[config.mk]
export PLATFORM = sky130hd
export DESIGN_NAME = ldsc_top
export DESIGN_NICKNAME = d
export VERILOG_FILES = /design/src/design/ldsc_pkg.sv /design/src/design/ldsc_slot_decode.sv /design/src/design/ldsc_top.sv
export SDC_FILE = /design/constraint.sdc
export NUM_CORES = 1
export LEC_CHECK = 0
export ABC_AREA = 1
export BUFFER_PORTS_ARGS = -buffer_cell sky130_fd_sc_hd__buf_4
export CAP_MARGIN = 20
export CORE_ASPECT_RATIO = 0.6
export CORE_MARGIN = 4
export CORE_UTILIZATION = 25
export DETAILED_ROUTE_END_ITERATION = 6
export PLACE_DENSITY = 0.47
export SKIP_CTS_REPAIR_TIMING = 1
export SLEW_MARGIN = 20
export SYNTH_ARGS = -nofsm -noshare
export SYNTH_HDL_FRONTEND = slang
export SYNTH_SLANG_ARGS = --single-unit
[constraint.sdc]
create_clock -name ref_clk -period 8.5 [get_ports ref_clk]
set_input_delay 0.425 -clock ref_clk [delete_from_list [all_inputs] [get_ports ref_clk]]
set_output_delay 0.425 -clock ref_clk [all_outputs]
set_load 0.02 [all_outputs]
[src/design/ldsc_pkg.sv]
/*
 * Shared constants and types of the LED drive sequence configuration block:
 * register offsets, reset values, slot codes, current steps and port structs.
 * Assumes nothing beyond a SystemVerilog compiler.
 */
package ldsc_pkg;

   localparam logic [7:0] OFS_DRV1_AMP   = 8'h0C;
   localparam logic [7:0] OFS_DRV2_AMP   = 8'h0D;
   localparam logic [7:0] OFS_DRV3_AMP   = 8'h0E;
   localparam logic [7:0] OFS_DRV4_AMP   = 8'h0F;
   localparam logic [7:0] OFS_RANGES     = 8'h11;
   localparam logic [7:0] OFS_PILOT_AMP  = 8'h12;
   localparam logic [7:0] OFS_SEQ_12     = 8'h13;
   localparam logic [7:0] OFS_SEQ_34     = 8'h14;
   localparam logic [7:0] OFS_XTALK_CH1  = 8'h26;
   localparam logic [7:0] OFS_XTALK_CH2  = 8'h27;
   localparam logic [7:0] OFS_XTALK_CH3  = 8'h28;
   localparam logic [7:0] OFS_XTALK_CH4  = 8'h29;

   localparam logic [7:0] RST_BYTE       = 8'h00;
   localparam logic [4:0] RST_XTALK      = 5'h00;
   localparam logic [7:0] UNMAPPED_READ  = 8'h00;
   localparam logic [2:0] XTALK_PAD      = 3'h0;

   localparam logic [1:0] MODE_FLEX      = 2'h3;

   // slot codes
   localparam logic [3:0] SLOT_OFF       = 4'h0;
   localparam logic [3:0] SLOT_DRV_FIRST = 4'h1;
   localparam logic [3:0] SLOT_DRV_LAST  = 4'h4;
   localparam logic [3:0] SLOT_PIL_FIRST = 4'h5;
   localparam logic [3:0] SLOT_PIL_LAST  = 4'h8;
   localparam logic [1:0] SLOT_IDX_LAST  = 2'h3;

   // current steps
   localparam int unsigned AMP_STEP_UA      = 200;  // 0.2 mA per code at range 0
   localparam int unsigned XTALK_STEP_NA    = 64;   // per code at converter range 0
   localparam int unsigned FULL_SCALE_MA_0  = 50;   // range 0 full scale

   typedef enum logic [1:0] {
      LDSC_IDLE = 2'b00,
      LDSC_SLOT = 2'b01,
      LDSC_DONE = 2'b10
   } ldsc_seq_e;

   // one register port access
   typedef struct packed {
      logic       wrEn;
      logic       rdEn;
      logic [7:0] addr;
      logic [7:0] wrData;
   } ldsc_regreq_s;

   // what the analog side sees for the active slot
   typedef struct packed {
      logic        active;
      logic [3:0]  fireOneHot;
      logic [3:0]  elemType;
      logic [1:0]  slotIdx;
      logic [7:0]  amplitude;
      logic [1:0]  currentRange;
      logic [17:0] driveCurrentUa;
      logic [13:0] cancelCurrentNa;
   } ldsc_drive_s;

endpackage

[src/design/ldsc_slot_decode.sv]
/*
 * Decodes one four-bit sequence slot code into driver index, on flag and
 * pilot flag. Purely combinational; the caller registers the results.
 */
`timescale 1ns/1ps
`default_nettype none
module ldsc_slot_decode
   import ldsc_pkg::*;
(
   input  wire logic [3:0] slotCode,
   output logic            slotOn,
   output logic            slotPilot,
   output logic [1:0]      drvIdx
);
   always_comb begin
      slotOn    = 1'b0;
      slotPilot = 1'b0;
      drvIdx    = 2'h0;
      if (slotCode >= SLOT_DRV_FIRST && slotCode <= SLOT_DRV_LAST) begin
         slotOn = 1'b1;
         drvIdx = 2'(slotCode - SLOT_DRV_FIRST);
      end else if (slotCode >= SLOT_PIL_FIRST && slotCode <= SLOT_PIL_LAST) begin
         slotOn    = 1'b1;
         slotPilot = 1'b1;
         drvIdx    = 2'(slotCode - SLOT_PIL_FIRST);
      end
      // off and reserved codes leave everything low
   end
endmodule
`default_nettype wire

[src/design/ldsc_top.sv]
/*
 * LED drive sequence configuration: amplitude, range, pilot, slot sequence
 * and crosstalk code registers behind a byte-wide register port, plus the
 * slot walker that presents one firing slot at a time in flexible mode.
 * Assumes the host interface delivers one-cycle register strobes and that
 * mode, converter range and the sample/conversion pulses come from outside.
 */
`timescale 1ns/1ps
`default_nettype none
module ldsc_top
   import ldsc_pkg::*;
(
   input  wire logic                  ref_clk,
   input  wire logic                  rstn,
   input  wire ldsc_pkg::ldsc_regreq_s regReq,
   output logic [7:0]                 regRdData,
   output logic                       regRdValid,
   input  wire logic [1:0]            operatingMode,
   input  wire logic [1:0]            converterRange,
   input  wire logic                  sampleStart,
   input  wire logic                  convStep,
   output ldsc_pkg::ldsc_drive_s      drive,
   output logic                       elemStart,
   output logic                       sampleDone
);
   import ldsc_pkg::*;

   typedef struct packed {
      logic [3:0][7:0] drvAmplitude;
      logic [7:0]      currentRanges;
      logic [7:0]      sharedLowAmplitude;
      logic [7:0]      seqSlotsOneTwo;
      logic [7:0]      seqSlotsThreeFour;
      logic [3:0][4:0] cancelCode;
      logic [7:0]      rdData;
      logic            rdValid;
      ldsc_seq_e       seq;
      logic [1:0]      slotIdx;
      ldsc_drive_s     drive;
      logic            elemStart;
      logic            sampleDone;
   } ldsc_state_s;

   ldsc_state_s st_r;
   ldsc_state_s st_nxt;

   logic [3:0] curCode;
   logic       curOn;
   logic       curPilot;
   logic [1:0] curDrv;

   // amplitude code times 0.2 mA times (range + 1), in microamps
   function automatic logic [17:0] drive_ua(input logic [7:0] amp, input logic [1:0] rng);
      logic [17:0] stepUa;
      stepUa = 18'(AMP_STEP_UA) * (18'(rng) + 18'h1);
      return 18'(18'(amp) * stepUa);
   endfunction

   // cancel code times 64 nA doubled per converter range step, in nanoamps
   function automatic logic [13:0] cancel_na(input logic [4:0] code, input logic [1:0] rng);
      logic [13:0] stepNa;
      stepNa = 14'(14'(XTALK_STEP_NA) << rng);
      return 14'(14'(code) * stepNa);
   endfunction

   function automatic logic [3:0] slot_code(input logic [7:0] s12, input logic [7:0] s34,
                                            input logic [1:0] idx);
      logic [3:0] c;
      case (idx)
         2'h0:    c = s12[3:0];
         2'h1:    c = s12[7:4];
         2'h2:    c = s34[3:0];
         default: c = s34[7:4];
      endcase
      return c;
   endfunction

   assign curCode = slot_code(st_r.seqSlotsOneTwo, st_r.seqSlotsThreeFour, st_r.slotIdx);

   ldsc_slot_decode u_decode (
      .slotCode  (curCode),
      .slotOn    (curOn),
      .slotPilot (curPilot),
      .drvIdx    (curDrv)
   );

   always_comb begin
      logic [1:0] rng;
      logic [7:0] amp;
      logic       advance;
      rng     = 2'h0;
      amp     = 8'h00;
      advance = 1'b0;
      st_nxt  = st_r;
      st_nxt.rdValid    = 1'b0;
      st_nxt.elemStart  = 1'b0;
      st_nxt.sampleDone = 1'b0;

      // register port writes
      if (regReq.wrEn) begin
         case (regReq.addr)
            OFS_DRV1_AMP:  st_nxt.drvAmplitude[0] = regReq.wrData;
            OFS_DRV2_AMP:  st_nxt.drvAmplitude[1] = regReq.wrData;
            OFS_DRV3_AMP:  st_nxt.drvAmplitude[2] = regReq.wrData;
            OFS_DRV4_AMP:  st_nxt.drvAmplitude[3] = regReq.wrData;
            OFS_RANGES:    st_nxt.currentRanges = regReq.wrData;
            OFS_PILOT_AMP: st_nxt.sharedLowAmplitude = regReq.wrData;
            OFS_SEQ_12:    st_nxt.seqSlotsOneTwo = regReq.wrData;
            OFS_SEQ_34:    st_nxt.seqSlotsThreeFour = regReq.wrData;
            OFS_XTALK_CH1: st_nxt.cancelCode[0] = regReq.wrData[4:0];
            OFS_XTALK_CH2: st_nxt.cancelCode[1] = regReq.wrData[4:0];
            OFS_XTALK_CH3: st_nxt.cancelCode[2] = regReq.wrData[4:0];
            OFS_XTALK_CH4: st_nxt.cancelCode[3] = regReq.wrData[4:0];
            default: ;
         endcase
      end

      // register port reads, one cycle later; a same-cycle write is not seen
      if (regReq.rdEn) begin
         st_nxt.rdValid = 1'b1;
         case (regReq.addr)
            OFS_DRV1_AMP:  st_nxt.rdData = st_r.drvAmplitude[0];
            OFS_DRV2_AMP:  st_nxt.rdData = st_r.drvAmplitude[1];
            OFS_DRV3_AMP:  st_nxt.rdData = st_r.drvAmplitude[2];
            OFS_DRV4_AMP:  st_nxt.rdData = st_r.drvAmplitude[3];
            OFS_RANGES:    st_nxt.rdData = st_r.currentRanges;
            OFS_PILOT_AMP: st_nxt.rdData = st_r.sharedLowAmplitude;
            OFS_SEQ_12:    st_nxt.rdData = st_r.seqSlotsOneTwo;
            OFS_SEQ_34:    st_nxt.rdData = st_r.seqSlotsThreeFour;
            OFS_XTALK_CH1: st_nxt.rdData = {XTALK_PAD, st_r.cancelCode[0]};
            OFS_XTALK_CH2: st_nxt.rdData = {XTALK_PAD, st_r.cancelCode[1]};
            OFS_XTALK_CH3: st_nxt.rdData = {XTALK_PAD, st_r.cancelCode[2]};
            OFS_XTALK_CH4: st_nxt.rdData = {XTALK_PAD, st_r.cancelCode[3]};
            default:       st_nxt.rdData = UNMAPPED_READ;
         endcase
      end

      // the pilot being lower than normal amplitudes is software's job
      rng = st_r.currentRanges[2*curDrv +: 2];
      amp = curPilot ? st_r.sharedLowAmplitude : st_r.drvAmplitude[curDrv];

      case (st_r.seq)
         LDSC_IDLE: begin
            st_nxt.drive.active = 1'b0;
            if (sampleStart && operatingMode == MODE_FLEX) begin
               st_nxt.seq     = LDSC_SLOT;
               st_nxt.slotIdx = 2'h0;
            end
         end
         LDSC_SLOT: begin
            if (operatingMode != MODE_FLEX) begin
               // leaving flex mode aborts the sample at once
               st_nxt.seq          = LDSC_IDLE;
               st_nxt.drive.active = 1'b0;
            end else if (!curOn) begin
               // off slots cost no conversion, so they are skipped in one cycle
               st_nxt.drive.active = 1'b0;
               advance = 1'b1;
            end else if (!st_r.drive.active) begin
               st_nxt.drive.active          = 1'b1;
               st_nxt.elemStart             = 1'b1;
               st_nxt.drive.slotIdx         = st_r.slotIdx;
               st_nxt.drive.elemType        = curCode;
               st_nxt.drive.fireOneHot      = 4'(4'h1 << curDrv);
               st_nxt.drive.amplitude       = amp;
               st_nxt.drive.currentRange    = rng;
               st_nxt.drive.driveCurrentUa  = drive_ua(amp, rng);
               // zero code gives zero current, i.e. no subtraction
               st_nxt.drive.cancelCurrentNa = cancel_na(st_r.cancelCode[curDrv], converterRange);
            end else if (convStep) begin
               st_nxt.drive.active = 1'b0;
               advance = 1'b1;
            end
            if (advance) begin
               if (st_r.slotIdx == SLOT_IDX_LAST) begin
                  st_nxt.seq = LDSC_DONE;
               end else begin
                  st_nxt.slotIdx = st_r.slotIdx + 2'h1;
               end
            end
         end
         LDSC_DONE: begin
            st_nxt.sampleDone = 1'b1;
            st_nxt.seq        = LDSC_IDLE;
         end
         default: begin
            st_nxt.seq          = LDSC_IDLE;
            st_nxt.drive.active = 1'b0;
         end
      endcase
      if (!st_nxt.drive.active) begin
         st_nxt.drive.fireOneHot = 4'h0;
      end
   end

   always_ff @(posedge ref_clk or negedge rstn) begin
      if (!rstn) begin
         st_r <= '0;
         st_r.seq <= LDSC_IDLE;
      end else begin
         st_r <= st_nxt;
      end
   end

   assign regRdData  = st_r.rdData;
   assign regRdValid = st_r.rdValid;
   assign drive      = st_r.drive;
   assign elemStart  = st_r.elemStart;
   assign sampleDone = st_r.sampleDone;

   // full scale at code 0xFA is FULL_SCALE_MA_0 times (range + 1) mA
   localparam int unsigned FULL_SCALE_REF = FULL_SCALE_MA_0;
endmodule
`default_nettype wire

; Yosys cells after proc, flatten, opt, wreduce, memory -nomap -nowiden
; Index checks and enable logic that the tools add are counted.
[word_totals]
regBits = 149
latchBits = 0
ramBits = 0
romBits = 0
input_bits = 26
output_inout_bits = 64
word_cells = 126
n_memories = 0
[op_classes]
n_addsub = 4
n_mul = 3
n_div = 0
order_cmp = 5
n_eq_ne = 26
shift = 3
mux = 36
n_bitwise = 2
n_reduce_logical = 21
[op_table]
columns = op, n
row1 = 2-to-1 mux 53 bit, 4
row2 = case mux 8 bit (12 select lines), 1
row3 = "== test 8 x 4 -> 1 bit, second input constant", 4
row4 = "== test 8 x 5 -> 1 bit, second input constant", 4
row5 = "== test 8 x 6 -> 1 bit, second input constant", 4
row6 = AND reduction 2 bit, 12
row7 = binary-select mux 8 bit (select 2 bit), 1
row8 = 2-to-1 mux 8 bit, 2
row9 = multiplier 8 x 8 -> 15 bit, 1
row10 = multiplier 5 x 14 -> 14 bit, 1
row11 = 2-to-1 mux 1 bit, 14
row12 = "left shift 7 x 2 -> 14 bit, first input constant", 1
row13 = 2-to-1 mux 4 bit, 3
row14 = "inequality test 2 bit, second input constant", 6
row15 = case mux 4 bit (3 select lines), 1
row16 = AND reduction 4 bit, 3
row17 = binary-select mux 5 bit (select 2 bit), 1
row18 = 2-to-1 mux 2 bit, 5
row19 = "== test 2 bit, second input constant", 4
row20 = "multiplier 5 x 3 -> 8 bit, first input constant", 1
row21 = case mux 2 bit (2 select lines), 2
row22 = variable part select 8 x 4 -> 2 bit, 1
row23 = 2-to-1 mux 5 bit, 1
row24 = "== test 2 x 1 -> 1 bit, second input constant", 2
row25 = 15 further kinds, 21

; Logic depth before layout (Yosys ltp)
; Gate-level depths: netlist (run 1).
[logic_depth]
depth_word = 15
depth_mapped = 39
mapped_depth_nobuf = 39

; Cells and area by module
; From an unflattened synthesis (run 1), not the netlist that was laid out.
[unflattened]
cells_unflattened = 1313
area_unflattened_um2 = 10151.0
[modules_own_cells]
columns = mod, n_inst, cells_per_inst, area_each_um2, seq_area_each_um2
row1 = ldsc_top, 1, 1292, 10048.4, 3578.4
row2 = ldsc_slot_decode, 1, 21, 102.6, 0.0

; Worst setup path after synthesis (run 1)
; OpenSTA, ideal clock, no wires.
[synth_path]
path_kind = reg-to-reg
startpoint = reg st_r[55] in the netlist's numbering
endpoint = reg st_r, in the netlist drive[29]
setup_time_ps = 135
arrival_time_ps = 6690
t_required_ps = 8365
slack_ps = 1675
stages_incl_launch_ff = 38
n_path_buf = 1
period_less_slack_ps = 6825
path_cell_list = dfrtp_1 > ha_1 > inv_2 > nand2_1 > o22ai_2 > ha_1 > nand3_1 > nand2_4 > nand2_4 > nor2_8 > inv_4 > nand2_4 > buf_6 > nor2_1 > nor3_4 > inv_4 > ha_1 > ha_1 > [2 not listed] > nand2_1 > fa_1 > fa_1 > inv_1 > fa_1 > inv_1 > fa_1 > inv_1 > ha_1 > a21oi_1 > o21ai_0 > a21oi_1 > inv_1 > nand2_1 > nand2_1 > a21oi_1 > xor2_1 > o21ai_0
[synth_between]
elab_chain_len = 10
elab_cells_between_ends = 25
cone_classes = add/sub (3) / mul (2) / order compare (4) / eq/ne (2) / shift (1) / mux (9) / reduce/logical (4)
[synth_rtl]
columns = item, line_no
row1 = from (decl), ldsc_top.sv:44  ; ldsc_state_s st_r;
row2 = from (signal assigned), ldsc_top.sv:201  ; st_r <= st_nxt;
row3 = == test 2 bit (tied with other cells), ldsc_top.sv:69  ; case (idx)
row4 = case mux 4 bit (3 select lines) *, ldsc_top.sv:69
row5 = greater-or-equal comparator 4 x 3 -> 1 bit / <= comparator 4 bit (equally long branches), ldsc_slot_decode.sv:22  ; end else if (slotCode >= SLOT_PIL_FIRST && slotCode <= SLOT_PIL_LAST) begin
row6 = logical AND 1 bit, ldsc_slot_decode.sv:22
row7 = 2-to-1 mux 2 bit, ldsc_slot_decode.sv:22
row8 = 2-to-1 mux 2 bit, ldsc_slot_decode.sv:19  ; if (slotCode >= SLOT_DRV_FIRST && slotCode <= SLOT_DRV_LAST) begin
row9 = variable part select 8 x 4 -> 2 bit / binary-select mux 8 bit (select 2 bit) (equally long branches), "ldsc_top.sv:139, ldsc_top.sv:140"
row10 = adder 2 x 1 -> 3 bit / 2-to-1 mux 8 bit (equally long branches), "ldsc_top.sv:55, ldsc_top.sv:140"
row11 = multiplier 5 x 3 -> 8 bit / 2-to-1 mux 8 bit (equally long branches), "ldsc_top.sv:55, ldsc_top.sv:140"
row12 = multiplier 8 x 8 -> 15 bit, ldsc_top.sv:56  ; return 18'(18'(amp) * stepUa);
; Every way passes the cells marked *; elsewhere a longest branch is shown, timed or not. The select of a mux whose other input is x is not followed.
; A chain may end at the register's enable or synchronous reset.

; Worst setup path after layout (run 1)
; Same ends and word-level chain as after synthesis.

==> flow_metrics.py, run 1 <==
metrics = {
    "run_status": {
        "status": "finished clean",
    },
    "synthesis": {
        "yosysTopAreaCell": "dfrtp_1",
        "ys.flop_type": "dfrtp_1",
        "synth_commonest_cells": "nand2_1, inv_1, dfrtp_1",
        "synth_area_sq_um": 9763,
        "async_flop_share_pct": 100.0,
        "ys_seq_area_share_pct": 36.65,
        "postSynthAreaPerCell_sq_um": 8.218,
        "ys_types": 48,
        "synth-edff-count": 0,
        "yosysMostFrequentCell": "nand2_1",
        "synth_area_leaders": "dfrtp_1, nand2_1, fa_1, ha_1, o21ai_0",
        "syn_inst": 1188,
        "synth_top_area_share_pct": 36.65,
        "synth_seq_cells": 143,
        "yosysWarnings": 0,
    },
    "floorplan": {
        "die_h_um": 161.1,
        "ios": 90,
        "rows": 55,
        "core_area_sq_um": 38120,
        "dieArea_sq_um": 42380,
        "start_util_pct": 25.61,
        "die_w_um": 263.1,
    },
    "clock_tree": {
        "cts_buffers": 17,
        "clockRootBuffer": "clkbuf_16",
        "clk_pin_slew_worst_paths_ps": 70,
        "cts_max_path_buffers": 2,
        "clk-insertion-delay-late_ps": 450,
        "cts.sinks": 143,
        "cts_tree": "done",
        "cts-htree-levels": 4,
    },
    "min_path": {
        "hold_path.class": "in -> async",
    },
    "grt": {
        "grt_max_degree": 90,
        "grt_pass1_wl_um": 47820,
        "grt_usage_pct": 14.67,
        "grt_pass1_vias": 7804,
        "antenna_found_initial": 2,
        "grt_overflow": 0,
    },
    "drt": {
        "wl_per_cell_um": 17.57,
        "drt_iter0_markers": 649,
        "postRouteAntennaNets": 0,
        "drt_wl_total_um": 30530,
        "dr_total_vias": 7955,
        "drc": 0,
        "drt_pre_antenna_iters": 5,
        "via_per_inst": 4.580,
    },
    "timing": {
        "hold_violations": 0,
        "fin_tns_setup_ps": 0,
        "fmax_mhz": 128.4,
        "tightest_slew_ps": 913.1,
        "skew_ps": 9.255,
        "rsz0062_at_grt": "no",
        "slew_violations": 0,
        "slew_headroom_pct": 39.12,
        "min_period_ps": 7787,
        "setup_viol": 0,
        "min_period_over_period_pct": 91.61,
    },
    "critical_path": {
        "slowest_stage": "fa_1",
        "endpoint_kind": "register",
        "crit_fanout": 14,
        "crit_required_ps": 8800,
        "r2r-start": "st_r[55]",
        "worstReg2RegEnd": "drive[29]",
        "startpoint_type": "register",
        "reg2reg_depth": 36,
        "arrival_ps": 8090,
        "cpPeakStageDelay_ps": 550,
        "cp_common_cell": "inv_1",
        "crit_type": "reg -> reg",
        "reg2reg_slack_ps": 710,
    },
    "power": {
        "powerDensity_nw_per_um2": 353.5,
        "ir_worst_vdd_uv": 218.9,
        "power.total_mw": 3.927,
        "leakagePower_nw": 5.500,
    },
    "placement": {
        "place_area_sq_um": 10490,
        "routabilityCongestion": 0.9240,
        "hpwl_um": 23820,
        "io_buffers": 80,
    },
    "flow_run": {
        "cap_violations": 0,
    },
    "cells_and_area": {
        "syn2layout_area_growth_pct": 13.80,
        "antenna_cells": 0,
        "nets": 1341,
        "drive_above_1_share_pct": 12.42,
        "fin_area_sq_um": 11110,
    },
}
-- final cells by class --
type,count,area [sq um]
repair buffers,84,634.4
well taps,513,641.9
clock buffers,18,439.2
clock inverters,14,172.7
fillers,4169,27010
flip-flops and latches,143,3578
multi-input cells,796,5005
inverters,169,639.4
-- through the flow --
| stage | hold slack [ps] | utilization [%] | worst slack, ps | std cells |
|---|---|---|---|---|
| 6_report | 25.26 | 29.14 | 713.2 | 1737 |
| 4_1_cts | 93.13 | 29.13 | 700.4 | 1737 |
| 3_5_place_dp | 461.8 | 27.53 | 744.8 | 1705 |
| 2_1_floorplan | 129.4 | - | 1675 | 1196 |
| 3_3_place_gp | 464.0 | 27.53 | 1012 | 1705 |
| 5_1_grt | 105.5 | 29.14 | 112.5 | 1737 |
-- flip-flops by register name (all words and copies together), names as in the netlist --
register,count
drive,44
elemStart,1
regRdValid,1
sampleDone,1
st_r,88
regRdData,8
-- logic make-up after synthesis --
group	Yosys count	share of synthesized area, %
AOI/OAI and AO/OA	234	13.87
adders and majority gates	104	16.40
other	1	0.03841
buffers and inverters	257	12.44
DFF	143	36.65
xor gates and xnor gates	17	1.525
and+or+nand+nor	432	19.07
-- placed cells by master (no fill, tap or decap), types with 22 or more instances in the layout --
master	count
fa_1	40
o21ai_0	131
a21oi_1	32
dfrtp_1	143
ha_1	64
nor2_1	63
inv_1	165
o22ai_1	22
nand2_1	287
buf_4	83
nand3_1	31
-- critical path, delay by kind of cell, from the launching register on --
family | cells | cell delay [ps]
AOI/OAI and AO/OA | 8 | 1500
xor gates and xnor gates | 1 | 140
DFF | 1 | 400
and+or+nand+nor | 10 | 1520
buffers and inverters | 8 | 770
adders and majority gates | 9 | 3310
-- power by group --
part           switching [mW]  internal, mW
Clock                   0.349         0.451
Sequential             0.0722         0.778
Combinational            1.46         0.821
-- per-layer routing --
layer	up-vias	track usage, %	share of wire [%]
met3	22	4.415	7.9
li1	3822	-	-
met1	3836	23.08	53
met5	-	0	0.066
met2	273	19.32	38
met4	2	3.111	1.1
-- worst max-delay path by stage --
| stage | startpoint | to | slack (ps) | cells after the start |
|---|---|---|---|---|
| finish | st_r[55] | drive[29] | 710 | 36 |
| global route | st_r[55] | drive[29] | 110 | 34 |
| CTS | st_r[55] | drive[29] | 700 | 36 |
| detailed placement | st_r[55] | drive[29] | 740 | 36 |
| global placement | st_r[55] | drive[29] | 1010 | 36 |
| floorplan | st_r[55] | drive[29] | 1680 | 37 |
No activity file was read; power rests on OpenSTA's default activity.
==> run 2: changes to the inputs <==
- ABC_AREA: 1 -> not set
==> run 2 against run 1 <==
Effect of this change: critical path depth down 4; worst hold slack improved by 49 ps; non-clock buffer count is 5 higher; combinational power up 18%; sequential power is essentially flat; wire length barely moved; first-iteration DRC count rose by 8.6%; die area up 4.4%; largest power group unchanged; synthesized cell count shrank 13%; global-route usage down 0.40 points.
==> flow_metrics.py, run 2 <==
metrics = {
    "run_status": {
        "status": "finished clean",
    },
    "critical_path": {
        "critPathLaunch": "st_r[55]",
        "crit_fanout": 19,
        "startpoint_type": "register",
        "endpoint_kind": "register",
        "arrival_ps": 8210,
        "slowest_stage": "fa_1",
        "crit_required_ps": 8810,
        "crit_type": "reg -> reg",
        "r2r-start": "st_r[55]",
        "cpPeakStageDelay_ps": 540,
    },
    "clock_tree": {
        "cts-htree-levels": 4,
        "clockRootBuffer": "clkbuf_16",
        "clk_pin_slew_worst_paths_ps": 70,
        "cts_tree": "done",
        "cts_max_path_buffers": 2,
        "cts.sinks": 143,
        "cts_buffers": 17,
        "clk-insertion-delay-late_ps": 450,
    },
    "synthesis": {
        "ys_seq_area_share_pct": 35.06,
        "synth_commonest_cells": "dfrtp_1, nand2_1, inv_1",
        "synth_area_leaders": "dfrtp_1, mux2_2, fa_1, ha_1, buf_4",
        "syn_inst": 1028,
        "synth_seq_cells": 143,
        "synth-edff-count": 0,
        "synth_area_sq_um": 10210,
        "yosysMostFrequentCell": "dfrtp_1",
        "yosysTopAreaCell": "dfrtp_1",
        "postSynthAreaPerCell_sq_um": 9.928,
        "ys.flop_type": "dfrtp_1",
        "synth_top_area_share_pct": 35.06,
        "async_flop_share_pct": 100.0,
        "ys_types": 81,
        "yosysWarnings": 0,
    },
    "timing": {
        "setup_ws_ps": 602.7,
        "slew_violations": 0,
        "hold_violations": 0,
        "fmax_mhz": 126.6,
        "hold_ws_ps": 74.23,
        "fin_tns_setup_ps": 0,
        "min_period_over_period_pct": 92.91,
        "slew_headroom_pct": 29.97,
        "tightest_slew_ps": 1039,
        "setup_viol": 0,
        "rsz0062_at_grt": "no",
        "min_period_ps": 7897,
        "skew_ps": 32.96,
    },
    "floorplan": {
        "core_area_sq_um": 40370,
        "dieArea_sq_um": 44230,
        "start_util_pct": 25.28,
        "ios": 90,
        "die_w_um": 268.8,
        "die_h_um": 164.5,
        "rows": 57,
    },
    "drt": {
        "via_per_inst": 4.729,
        "dr_total_vias": 7510,
        "drt_pre_antenna_iters": 5,
        "wl_per_cell_um": 19.20,
        "drt_iter0_markers": 705,
        "drt_wl_total_um": 30500,
        "postRouteAntennaNets": 0,
        "drc": 0,
    },
    "placement": {
        "dp_worst_setup_slack_ps": 408.6,
        "routabilityCongestion": 0.8755,
        "hpwl_um": 23380,
        "io_buffers": 80,
    },
    "power": {
        "comb_power_share_pct": 61.1,
        "p_sw_mw": 2.079,
        "clkPwrFrac_pct": 19.7,
        "seqPwrFrac_pct": 19.2,
        "internal_power_mw": 2.336,
        "leakagePower_nw": 5.605,
        "powerDensity_nw_per_um2": 380.8,
        "switching_share_pct": 47.09,
        "ir_worst_vdd_uv": 300.5,
    },
    "grt": {
        "grt_pass1_vias": 7470,
        "antenna_found_initial": 0,
        "grt_overflow": 0,
        "grt_max_degree": 88,
        "grt_usage_pct": 14.27,
        "grt_pass1_wl_um": 47440,
    },
    "cells_and_area": {
        "largest_register_ffs": 88,
        "fin_util_pct": 28.73,
        "drive_above_1_share_pct": 24.03,
        "mostFrequentLayoutCell": "dfrtp_1",
        "syn2layout_area_growth_pct": 13.63,
        "fillers": 4194,
        "largest-register": "st_r",
        "antenna_cells": 0,
        "nets": 1174,
        "final_cell_mix": "dfrtp_1, nand2_1, inv_1",
    },
    "min_path": {
        "hold_path.class": "in -> async",
    },
    "flow_run": {
        "cap_violations": 0,
    },
}
==> run 2: cell count changes after synthesis, sizes merged, moves of 17 or more <==
cell   previous run  this run
o21ai           140        42
inv             169        95
buf              66        85
nand2           295       110
mux2              0        89
nand3            33        16
==> run 2: logic make-up after synthesis <==
| family | Yosys count | share of synthesized area (%) |
|---|---|---|
| flops | 143 | 35.06 |
| simple gates | 293 | 13.57 |
| compound gates | 169 | 12.09 |
| mux | 103 | 11.84 |
| other cells | 1 | 0.03674 |
| xor+xnor | 20 | 1.716 |
| fa+ha+maj | 104 | 15.69 |
| buf+inv | 195 | 9.991 |
==> run 2: area by class of cell <==
cell class	instances	area [sq um]	area share (%)
Timing Repair Buffer	89	671.9	5.793
Sequential cell	143	3578	30.86
Tap cell	531	664.4	5.729
Clock buffer	18	439.2	3.787
Clock inverter	14	227.7	1.964
Inverter	95	356.6	3.075
Multi-Input combinational cell	698	5659	48.80
==> run 2: critical path: cells and delay by family (launching register included) <==
| family | cells | cell delay [ps] |
|---|---|---|
| buffers and inverters | 6 | 690 |
| adders and majority gates | 9 | 3270 |
| DFF | 1 | 410 |
| muxes | 2 | 540 |
| and+or+nand+nor | 4 | 740 |
| xor gates and xnor gates | 1 | 180 |
| AOI/OAI and AO/OA | 10 | 1920 |
==> run 2: path summary, 6_finish.rpt <==
kind / end / slack [ps] / depth (start not counted)
worst min-delay path: st_r[94] / 70 / 1
worst max register to register: drive[31] / 600 / 32
worst min register to register: drive[39] / 480 / 2
worst max-delay path: drive[31] / 600 / 32
min in group ref_clk: regRdValid / 200 / 1
max in group asynchronous: drive[30] / 7080 / 2
==> run 2: power by group through the flow <==
stage               sequential (mW)  combinational (mW)  clock [mW]
finish                        0.850                2.70       0.868
CTS                           0.851                2.71       0.887
global placement              0.862                2.70           0
global route                  0.861                3.10       0.916
detailed placement            0.863                2.69           0
floorplan                     0.831                2.05           0
==> run 2: per-stage QoR <==
stage | instances | area [sq um] | power (mW)
2_1_floorplan | 1036 | 10240 | 2.879
3_3_place_gp | 1556 | 10910 | 3.559
3_5_place_dp | 1556 | 10910 | 3.548
4_1_cts | 1588 | 11580 | 4.453
5_1_grt | 1588 | 11600 | 4.881
6_report | 1588 | 11600 | 4.416
==> run 2: routing by layer <==
layer	part of all wire, %	vias to the layer above	track usage, %
met2	40	213	19.17
li1	-	3490	-
met4	1.4	0	3.276
met1	53	3783	22.47
met3	6.0	24	3.633
met5	0	-	0
